--- src/dpdl_params.svh ---
// timing counts, coefficient addresses and limits for the duty-limited pid core
`ifndef DPDL_PARAMS_SVH
`define DPDL_PARAMS_SVH

// ---------------------------------------------------------------
// clock and switching period
// ---------------------------------------------------------------
`define DPDL_CLK_PERIOD_PS     4000
`define DPDL_SW_PERIOD_NS      2000
`define DPDL_PERIOD_CYCLES     ((`DPDL_SW_PERIOD_NS * 1000) / `DPDL_CLK_PERIOD_PS)
`define DPDL_CNT_W             10

// ---------------------------------------------------------------
// data widths
// ---------------------------------------------------------------
`define DPDL_ERR_W             6
`define DPDL_COEF_W            8
`define DPDL_INTEG_W           16
`define DPDL_SUM_W             27
`define DPDL_GAIN_SHIFT        4
`define DPDL_PCT_W             7
`define DPDL_PCT_FULL          7'h64

// ---------------------------------------------------------------
// non-volatile coefficient addresses
// ---------------------------------------------------------------
`define DPDL_NVM_ADDR_W        2
`define DPDL_NVM_ADDR_P        2'h0
`define DPDL_NVM_ADDR_I        2'h1
`define DPDL_NVM_ADDR_D        2'h2

`endif

--- src/dpdl_pkg.sv ---
// types shared by the duty-limited pid core
`default_nettype none

package dpdl_pkg;

  // ---------------------------------------------------------------
  // coefficient loader and regulation states, one-hot
  // ---------------------------------------------------------------
  typedef enum logic [3:0] {
    DPDL_ST_LOAD_P = 4'b0001,  // fetching proportional coefficient
    DPDL_ST_LOAD_I = 4'b0010,  // fetching integral coefficient
    DPDL_ST_LOAD_D = 4'b0100,  // fetching derivative coefficient
    DPDL_ST_RUN    = 4'b1000   // closed-loop regulation
  } dpdl_state_t;

endpackage

`default_nettype wire

--- src/dpdl_pid.sv ---
// pid compensator: error samples in, clamped pulse width out
`include "dpdl_params.svh"
`default_nettype none

module dpdl_pid
  import dpdl_pkg::*;
(
  // clock and reset
  input  wire logic                        clock,
  input  wire logic                        rst,
  input  wire logic                        clear,
  // error samples
  input  wire logic                        run,
  input  wire logic                        sample_valid,
  input  wire logic [`DPDL_ERR_W-1:0]      err_code,
  // coefficients
  input  wire logic [`DPDL_COEF_W-1:0]     proportional_coefficient,
  input  wire logic [`DPDL_COEF_W-1:0]     integral_coefficient,
  input  wire logic [`DPDL_COEF_W-1:0]     derivative_coefficient,
  // result
  output logic      [`DPDL_CNT_W-1:0]      width_reg
);

  // ---------------------------------------------------------------
  // state and arithmetic
  // ---------------------------------------------------------------
  logic signed [`DPDL_ERR_W-1:0]   err_prev_reg;   // previous sample
  logic signed [`DPDL_INTEG_W-1:0] integ_reg;      // accumulated error
  logic signed [`DPDL_ERR_W-1:0]   err_s;          // current sample, two's complement
  logic signed [`DPDL_INTEG_W:0]   integ_sum;      // unsaturated accumulation
  logic signed [`DPDL_INTEG_W-1:0] integ_next;     // saturated accumulation
  logic signed [`DPDL_ERR_W:0]     err_diff;       // first difference
  logic signed [14:0]              p_term;         // error times proportional
  logic signed [24:0]              i_term;         // integral times coefficient
  logic signed [15:0]              d_term;         // difference times derivative
  logic signed [`DPDL_SUM_W-1:0]   pid_sum;        // sum of the three terms
  logic signed [`DPDL_SUM_W-1:0]   pid_scaled;     // sum after gain shift
  logic        [`DPDL_CNT_W-1:0]   width_next;     // clamped pulse width
  logic signed [`DPDL_SUM_W-1:0]   period_s;       // period as signed bound

  assign err_s     = $signed(err_code);
  assign integ_sum = (`DPDL_INTEG_W+1)'(integ_reg) + (`DPDL_INTEG_W+1)'(err_s);
  // integral saturates rather than wrapping, so windup cannot flip sign
  assign integ_next = (integ_sum > (`DPDL_INTEG_W+1)'(17'sh07fff)) ? 16'sh7fff :
                      (integ_sum < (`DPDL_INTEG_W+1)'(-17'sh08000)) ? -16'sh8000 :
                      integ_sum[`DPDL_INTEG_W-1:0];
  assign err_diff  = (`DPDL_ERR_W+1)'(err_s) - (`DPDL_ERR_W+1)'(err_prev_reg);
  // each term scaled by its own coefficient [RULE_06]
  assign p_term    = err_s * $signed({1'b0, proportional_coefficient});
  assign i_term    = integ_next * $signed({1'b0, integral_coefficient});
  assign d_term    = 16'(err_diff * $signed({1'b0, derivative_coefficient}));
  assign pid_sum   = `DPDL_SUM_W'(p_term) + `DPDL_SUM_W'(i_term) + `DPDL_SUM_W'(d_term); // [RULE_06]
  assign pid_scaled = pid_sum >>> `DPDL_GAIN_SHIFT;
  assign period_s  = `DPDL_SUM_W'(`DPDL_PERIOD_CYCLES);
  // clamp to the valid pulse-width range 0..period [RULE_08]
  assign width_next = (pid_scaled < 0)        ? '0 :
                      (pid_scaled > period_s) ? `DPDL_CNT_W'(`DPDL_PERIOD_CYCLES) :
                      pid_scaled[`DPDL_CNT_W-1:0];

  // ---------------------------------------------------------------
  // sample update
  // ---------------------------------------------------------------
  // compensator state moves only on a valid sample while regulating
  always_ff @(posedge clock or posedge rst) begin
    if (rst) begin
      err_prev_reg <= '0;
      integ_reg    <= '0;
      width_reg    <= '0;
    end else if (clear) begin
      err_prev_reg <= '0;
      integ_reg    <= '0;
      width_reg    <= '0;
    end else if (run && sample_valid) begin
      err_prev_reg <= err_s;
      integ_reg    <= integ_next;  // [RULE_06]
      width_reg    <= width_next;  // [RULE_08]
    end
  end

endmodule

`default_nettype wire

--- src/dpdl_top.sv ---
// duty-limited pid core: reset hold, coefficient load, compensator and pwm
// Function
// [RULE_01] hold all logic reset until supply valid
// [RULE_02] pulse and low-side outputs low during reset
// [RULE_03] programmable on-time ceiling as period percentage
// [RULE_04] ceiling reached ends pulse until next cycle
// [RULE_05] power stage sends 6-bit quantised voltage error
// [RULE_06] output is scaled proportional, integral, derivative sum
// [RULE_07] load coefficients from nonvolatile storage before regulating
// [RULE_08] clamp result, apply ceiling, use next cycle
`include "dpdl_params.svh"
`default_nettype none

module dpdl_top
  import dpdl_pkg::*;
(
  // clock and reset
  input  wire logic                        clock,
  input  wire logic                        rst,
  // supply monitor
  input  wire logic                        supply_ok,
  // error samples from the power stage
  input  wire logic                        err_valid,
  input  wire logic [`DPDL_ERR_W-1:0]      err_code,
  // duty ceiling in percent of the period
  input  wire logic [`DPDL_PCT_W-1:0]      duty_limit_pct,
  // non-volatile coefficient read port
  output logic                             nvm_rd_req,
  output logic      [`DPDL_NVM_ADDR_W-1:0] nvm_addr,
  input  wire logic                        nvm_rd_valid,
  input  wire logic [`DPDL_COEF_W-1:0]     nvm_rd_data,
  // gate drive and status
  output logic                             pulse_width_out,
  output logic                             low_side_gate_drive,
  output logic                             regulating
);

  // ---------------------------------------------------------------
  // power-on reset hold
  // ---------------------------------------------------------------
  logic core_rst_reg;  // high while the supply is below threshold

  // internal reset stays asserted until the monitor reports a good supply
  always_ff @(posedge clock or posedge rst) begin
    if (rst) begin
      core_rst_reg <= 1'b1;
    end else begin
      core_rst_reg <= ~supply_ok;  // [RULE_01]
    end
  end

  // ---------------------------------------------------------------
  // coefficient loader
  // ---------------------------------------------------------------
  dpdl_state_t                  state_reg;       // loader / run state
  dpdl_state_t                  state_next;      // next state
  logic                         pending_reg;     // read issued, answer awaited
  logic [`DPDL_COEF_W-1:0]      kp_reg;          // working proportional coefficient
  logic [`DPDL_COEF_W-1:0]      ki_reg;          // working integral coefficient
  logic [`DPDL_COEF_W-1:0]      kd_reg;          // working derivative coefficient
  logic                         loading;         // any load state
  logic                         issue;           // launch a read this cycle
  logic                         got;             // answer taken this cycle
  logic [`DPDL_NVM_ADDR_W-1:0]  addr_sel;        // address for current state
  logic                         run;             // closed loop active

  assign run     = (state_reg == DPDL_ST_RUN);
  assign loading = ~run;
  assign issue   = loading & ~pending_reg;
  assign got     = loading & pending_reg & nvm_rd_valid;
  // each load state fetches its own coefficient address
  assign addr_sel = (state_reg == DPDL_ST_LOAD_P) ? `DPDL_NVM_ADDR_P :
                    (state_reg == DPDL_ST_LOAD_I) ? `DPDL_NVM_ADDR_I :
                    `DPDL_NVM_ADDR_D;

  // advance one coefficient per returned word, then regulate
  always_comb begin
    state_next = state_reg;
    unique case (state_reg)
      DPDL_ST_LOAD_P: begin
        if (got) begin
          state_next = DPDL_ST_LOAD_I;
        end
      end
      DPDL_ST_LOAD_I: begin
        if (got) begin
          state_next = DPDL_ST_LOAD_D;
        end
      end
      DPDL_ST_LOAD_D: begin
        if (got) begin
          state_next = DPDL_ST_RUN;  // [RULE_07]
        end
      end
      DPDL_ST_RUN: begin
        state_next = DPDL_ST_RUN;
      end
    endcase
  end

  // loader state and read handshake
  always_ff @(posedge clock or posedge rst) begin
    if (rst) begin
      state_reg   <= DPDL_ST_LOAD_P;
      pending_reg <= 1'b0;
      nvm_rd_req  <= 1'b0;
      nvm_addr    <= '0;
    end else if (core_rst_reg) begin
      state_reg   <= DPDL_ST_LOAD_P;  // [RULE_01]
      pending_reg <= 1'b0;
      nvm_rd_req  <= 1'b0;
      nvm_addr    <= '0;
    end else begin
      state_reg   <= state_next;
      pending_reg <= (pending_reg & ~nvm_rd_valid) | issue;
      nvm_rd_req  <= issue;
      nvm_addr    <= issue ? addr_sel : nvm_addr;
    end
  end

  // capture each returned coefficient into its working register
  always_ff @(posedge clock or posedge rst) begin
    if (rst) begin
      kp_reg <= '0;
      ki_reg <= '0;
      kd_reg <= '0;
    end else if (core_rst_reg) begin
      // working coefficients are held cleared with the rest of the core
      kp_reg <= '0;  // [RULE_01]
      ki_reg <= '0;  // [RULE_01]
      kd_reg <= '0;  // [RULE_01]
    end else if (got) begin
      if (state_reg == DPDL_ST_LOAD_P) begin
        kp_reg <= nvm_rd_data;  // [RULE_07]
      end
      if (state_reg == DPDL_ST_LOAD_I) begin
        ki_reg <= nvm_rd_data;  // [RULE_07]
      end
      if (state_reg == DPDL_ST_LOAD_D) begin
        kd_reg <= nvm_rd_data;  // [RULE_07]
      end
    end
  end

  // ---------------------------------------------------------------
  // compensator
  // ---------------------------------------------------------------
  logic [`DPDL_CNT_W-1:0] pid_width;  // clamped compensator width

  // samples are 6-bit two's complement error codes [RULE_05]
  dpdl_pid u_pid (
    .clock                    (clock),
    .rst                      (rst),
    .clear                    (core_rst_reg),
    .run                      (run),
    .sample_valid             (err_valid),
    .err_code                 (err_code),
    .proportional_coefficient (kp_reg),
    .integral_coefficient     (ki_reg),
    .derivative_coefficient   (kd_reg),
    .width_reg                (pid_width)
  );

  // ---------------------------------------------------------------
  // duty ceiling
  // ---------------------------------------------------------------
  logic [`DPDL_PCT_W-1:0]    pct_clip;     // percent held at 100 at most
  logic [16:0]               ceil_prod;    // period times percent
  logic [`DPDL_CNT_W-1:0]    ceil_cnt;     // ceiling in clock cycles
  logic [`DPDL_CNT_W-1:0]    width_lim;    // width after ceiling

  assign pct_clip  = (duty_limit_pct > `DPDL_PCT_FULL) ? `DPDL_PCT_FULL : duty_limit_pct;
  // ceiling expressed as a share of the switching period [RULE_03]
  assign ceil_prod = 17'(`DPDL_PERIOD_CYCLES) * 17'(pct_clip);
  assign ceil_cnt  = `DPDL_CNT_W'(ceil_prod / 17'h64);
  // clamped width is then limited by the ceiling [RULE_08]
  assign width_lim = (pid_width > ceil_cnt) ? ceil_cnt : pid_width;

  // ---------------------------------------------------------------
  // switching period and gate drive
  // ---------------------------------------------------------------
  logic [`DPDL_CNT_W-1:0] cnt_reg;        // position in the period
  logic [`DPDL_CNT_W-1:0] width_act_reg;  // width in force this period
  logic                   hit_reg;        // ceiling reached this period
  logic                   wrap;           // last cycle of the period
  logic [`DPDL_CNT_W-1:0] cnt_next;       // next period position
  logic                   at_ceil;        // next position reaches ceiling
  logic                   hit_next;       // ceiling latch next value
  logic                   high_next;      // high-side drive next value

  assign wrap      = (cnt_reg == `DPDL_CNT_W'(`DPDL_PERIOD_CYCLES - 1));
  assign cnt_next  = wrap ? '0 : cnt_reg + `DPDL_CNT_W'(1);
  assign at_ceil   = (cnt_next >= ceil_cnt);
  // once reached, the ceiling holds the pulse off until the period restarts
  assign hit_next  = (wrap ? 1'b0 : hit_reg) | at_ceil;  // [RULE_04]
  assign high_next = run & ~hit_next &
                     (cnt_next < (wrap ? width_lim : width_act_reg)); // [RULE_03]

  // period counter, width taken at each period start
  always_ff @(posedge clock or posedge rst) begin
    if (rst) begin
      cnt_reg       <= '0;
      width_act_reg <= '0;
      hit_reg       <= 1'b0;
    end else if (core_rst_reg) begin
      cnt_reg       <= '0;
      width_act_reg <= '0;
      hit_reg       <= 1'b0;
    end else begin
      cnt_reg       <= cnt_next;
      width_act_reg <= wrap ? width_lim : width_act_reg;  // [RULE_08]
      hit_reg       <= hit_next;                          // [RULE_04]
    end
  end

  // gate drive is forced low while reset or supply hold is active
  always_ff @(posedge clock or posedge rst) begin
    if (rst) begin
      pulse_width_out     <= 1'b0;  // [RULE_02]
      low_side_gate_drive <= 1'b0;  // [RULE_02]
      regulating          <= 1'b0;
    end else if (core_rst_reg) begin
      pulse_width_out     <= 1'b0;  // [RULE_02]
      low_side_gate_drive <= 1'b0;  // [RULE_02]
      regulating          <= 1'b0;
    end else begin
      pulse_width_out     <= high_next;
      low_side_gate_drive <= run & ~high_next;
      regulating          <= run;
    end
  end

endmodule

`default_nettype wire

--- config.mk ---
export PLATFORM = sky130hd
export DESIGN_NAME = dpdl_top
export DESIGN_NICKNAME = d
export VERILOG_FILES = /design/src/dpdl_pkg.sv /design/src/dpdl_pid.sv /design/src/dpdl_top.sv
export VERILOG_INCLUDE_DIRS = /design/src
export SDC_FILE = /design/constraint.sdc
export NUM_CORES = 1
export LEC_CHECK = 0
export ABC_AREA = 1
export BUFFER_PORTS_ARGS = -buffer_cell sky130_fd_sc_hd__buf_2
export CORE_UTILIZATION = 50
export CTS_CLUSTER_DIAMETER = 30
export CTS_CLUSTER_SIZE = 40
export DETAILED_ROUTE_END_ITERATION = 16
export GPL_TIMING_DRIVEN = 1
export PLACE_DENSITY = 0.68
export SYNTH_ARGS = -nofsm -noshare
export SYNTH_HDL_FRONTEND = slang
export SYNTH_SLANG_ARGS = --single-unit
--- constraint.sdc ---
create_clock -name clock -period 11.2 [get_ports clock]
set_clock_uncertainty 0.2 [all_clocks]
set_input_delay 1.68 -clock clock [delete_from_list [all_inputs] [get_ports clock]]
set_output_delay 1.68 -clock clock [all_outputs]
set_load 0.02 [all_outputs]
==> results.txt <==
----------------------------------------------------
[Yosys]
  Post-synth EDFFs ... 0
  Post-Synthesis Net Count ... 2626
  Warnings from Yosys ... 0
  Unique masters post-synth ... 49
  Synthesized area ... 17000 um2
  Sequential cell area fraction in the yosys report ... 0.131
  Synthesized instance count ... 2136
  Most instantiated flip-flop cell in the synthesis netlist ... sky130_fd_sc_hd__dfrtp_1
  Syn_area_per_cell ... 7.96 um2
  Synthesis-stage register bit count ... 89
  Post-synthesis async set-or-reset flop share ... 1.00

[GRT]
  Total global-route track usage ... 0.265
  Maximum number of pins on one net before global-route repair ... 55
  Number of global-route vias before repair ... 15.9k
  Total overflow reported by the global router ... 0
  Global-route wire length before repair ... 75400 um
  Antenna violations before repair ... 0

[Flow run]
  Max-cap violation count ... 0

[Clocking]
  CTS Buf Count ... 9
  Count of hold-fix buffers inserted at cts ... 0
  Number of H-tree branching levels ... 3
  Maximum count of clock buffers along a single path ... 2
  CTS tree ... yes
  Buffer cell driving the clock tree root ... sky130_fd_sc_hd__clkbuf_16
  Register clock-pin slew on the reported worst setup and hold paths ... 70 ps
  Number of clock sinks ... 89
  Insertion delay to the later sink of the worst-skew pair ... 370 ps

[STA]
  Setup repair after global routing missed its margin ... true
  Final setup violation count ... 11
  Worst Setup Slack, final ... -245 ps
  Number of max-slew violations in the final report ... 0
  Final worst-path cycle share ... 1.02
  Max Clock Freq ... 87.4 MHz
  Count of endpoints failing hold in the final timing report ... 0
  Tightest Pin Transition ... 1250 ps
  Relative max-transition margin ... 0.164
  Post-layout min period ... 11440 ps

[Setup path]
  Critical path endpoint category ... flip-flop
  Cell repeated most along the worst path ... sky130_fd_sc_hd__nand2_4
  Startpoint kind of the worst setup timing path ... input pin
  Data required time at the worst endpoint ... 11290 ps
  Largest driver fanout on the critical path ... 8
  Data arrival time at the worst-slack endpoint ... 11540 ps
  Kind of critical path ... input pin to flip-flop
  Slowest cell on the critical path ... sky130_fd_sc_hd__fa_2
  Delay of the slowest cell on the worst path ... 580 ps

[Cells and area]
  Area growth from synthesis to layout ... 27.8%
  Layout fillers ... 2717
  Final Core Density ... 0.648
  Nets@finish ... 2939
  Max FFs per register ... 16
  Total inserted antenna cells ... 0
  Layout cell share with drive strength beyond 1 ... 0.274

[Outcome]
  Result of the run ... finished with violations
  Violations in the final reports ... negative setup slack

[Routing]
  Detailed Routing Iterations Pass 1 ... 5
  Wire length reported by the detailed router ... 45400 um
  Average wire length per cell after detail routing ... 15.6 um
  Iter 0 DRT Violations ... 862
  Detailed-route via count ... 15.1k
  Number of nets still failing antenna checks after routing ... 0
  Detail-routed via count per cell ... 5.21
  DRC viols ... 0

[Die]
  Area of the placeable core ... 33500 um2
  Chip Width ... 186 um
  Initial Util ... 0.507
  Height of the die ... 186 um
  I/O pin total ... 32
  Cell Rows ... 67
  Die area ... 34800 um2

[Hold path]
  HP Class ... flip-flop to flip-flop

[Place]
  Worst setup timing slack at the placement stage ... -1150 ps
  Routability cong. ... 0.927
  PortBufs ... 31
  Half-perimeter wire length after detailed placement ... 35500 um

----------------------------------------------------
[cell usage in the layout (no fill, tap or decap), types with 5 or more instances in the layout]
cell type,count
sky130_fd_sc_hd__ha_1,189
sky130_fd_sc_hd__nand2_2,60
sky130_fd_sc_hd__clkbuf_16,9
sky130_fd_sc_hd__buf_2,24
sky130_fd_sc_hd__inv_2,32
sky130_fd_sc_hd__o21bai_1,5
sky130_fd_sc_hd__nand3_4,5
sky130_fd_sc_hd__fa_1,238
sky130_fd_sc_hd__nand4_4,7
sky130_fd_sc_hd__ha_4,26
sky130_fd_sc_hd__fa_2,9
sky130_fd_sc_hd__nor3_1,15
sky130_fd_sc_hd__nand3_1,55
sky130_fd_sc_hd__nor2_1,162
sky130_fd_sc_hd__o21ai_0,72
sky130_fd_sc_hd__nand3_2,30
sky130_fd_sc_hd__xnor2_1,12
sky130_fd_sc_hd__a21oi_1,49
sky130_fd_sc_hd__or2_2,13
sky130_fd_sc_hd__a21oi_2,20
sky130_fd_sc_hd__nor2_2,14
sky130_fd_sc_hd__xor2_1,26
sky130_fd_sc_hd__o21ai_2,9
sky130_fd_sc_hd__nand4_1,20
sky130_fd_sc_hd__nand2_4,37
sky130_fd_sc_hd__buf_6,19
sky130_fd_sc_hd__inv_1,444
sky130_fd_sc_hd__o21a_1,7
sky130_fd_sc_hd__nand2_1,339
sky130_fd_sc_hd__o22ai_1,9
sky130_fd_sc_hd__o21ai_4,9
sky130_fd_sc_hd__nor2_4,10
sky130_fd_sc_hd__nor4_1,5
sky130_fd_sc_hd__dfrtp_1,87
sky130_fd_sc_hd__o21ai_1,22
sky130_fd_sc_hd__buf_4,292
[per-stage QoR]
step / hold slack, ps / TNS (ps) / area, um2 / instances
final: 294 / -1030 / 21700 / 2902
after global routing: 339 / -6240 / 21700 / 2902
after CTS: 295 / -788 / 20900 / 2881
after detailed placement: 280 / -12230 / 19400 / 2812
after global placement: 276 / -9880 / 19400 / 2812
after floorplan: 253 / 0 / 17000 / 2136
[cell usage after synthesis (all sizes together), types with 2 or more instances]
| cell | number | area share |
|---|---|---|
| o21ai | 112 | 0.033 |
| a211oi | 2 | 0.00088 |
| a221oi | 2 | 0.0010 |
| nand3 | 90 | 0.030 |
| xnor2 | 13 | 0.0067 |
| o31ai | 2 | 0.00088 |
| nand2 | 439 | 0.11 |
| clkinv | 3 | 0.00066 |
| xor2 | 29 | 0.015 |
| a21o | 2 | 0.00088 |
| buf | 3 | 0.00074 |
| nand3b | 2 | 0.00088 |
| inv | 482 | 0.11 |
| a22o | 3 | 0.0015 |
| clkbuf | 33 | 0.0073 |
| o22ai | 9 | 0.0033 |
| nor3 | 20 | 0.0059 |
| a21oi | 72 | 0.021 |
| dfrtp | 87 | 0.13 |
| nor2 | 186 | 0.043 |
| o21bai | 9 | 0.0040 |
| o21a | 7 | 0.0031 |
| a21boi | 2 | 0.00088 |
| fa | 247 | 0.29 |
| dfstp | 2 | 0.0031 |
| nor4 | 5 | 0.0018 |
| o211ai | 4 | 0.0018 |
| or2 | 16 | 0.0059 |
| o2111ai | 3 | 0.0015 |
| nand4 | 27 | 0.013 |
| ha | 217 | 0.16 |
[layer usage]
layer	part of all wire	up-vias	global-route usage	routed length, um
met3	0.046	69	0.0308	2080
met4	0.018	0	0.0687	811
met1	0.43	7455	0.349	19500
met2	0.51	378	0.463	22900
met5	0	-	0	0
li1	-	7216	-	-
[critical path, delay by kind of cell]
family                   cells  cell delay (ps)
AO/OA/AOI/OAI               10             1650
buffers and inverters       10              970
AND/OR/NAND/NOR             45             4470
adder cells (fa/ha/maj)      7             2780
[path summary, 6_finish.rpt]
check,from,end,slack (ps),cells after the start
worst max-delay path,duty_limit_pct[0],pulse_width_out,-240,72
worst min-delay path,u_pid.integ_reg[15],u_pid.integ_reg[15],290,2
worst max register to register,u_pid.integ_reg[5],u_pid.width_reg[2],820,58
worst min register to register,u_pid.integ_reg[15],u_pid.integ_reg[15],290,2
max in group asynchronous,rst,u_pid.integ_reg[12],8490,3
min in group asynchronous,rst,nvm_rd_req,1160,2
[layout make-up]
class	instances	area, um2	share of cell area
repair buffers	337	2570	0.118
clock inverters	7	126	0.00581
flip-flops and latches	89	2230	0.103
well taps	448	561	0.0258
inverters	485	1850	0.0850
clock buffers	9	225	0.0104
multi-input cells	1527	14200	0.652
[logic make-up after synthesis]
logic type,after synthesis,synth area share
buffers and inverters,521,0.115
AND/OR/NAND/NOR,789,0.207
XOR/XNOR,42,0.0216
flip-flops,89,0.131
adder cells (fa/ha/maj),464,0.450
AO/OA/AOI/OAI,231,0.0750
[repair_timing]
| action | 4_1_cts | 5_1_grt |
|---|---|---|
| cloned | 1 | 0 |
| endpoints found under the setup margin | 12 | 22 |
| setup buffers | 52 | 22 |
| resized for setup | 174 | 179 |
| endpoints found under the hold margin | 0 | 0 |
| pin swaps | 136 | 148 |
Power is not shown: default switching activity piles up to over one toggle a cycle in this logic, so the estimate is an artifact.
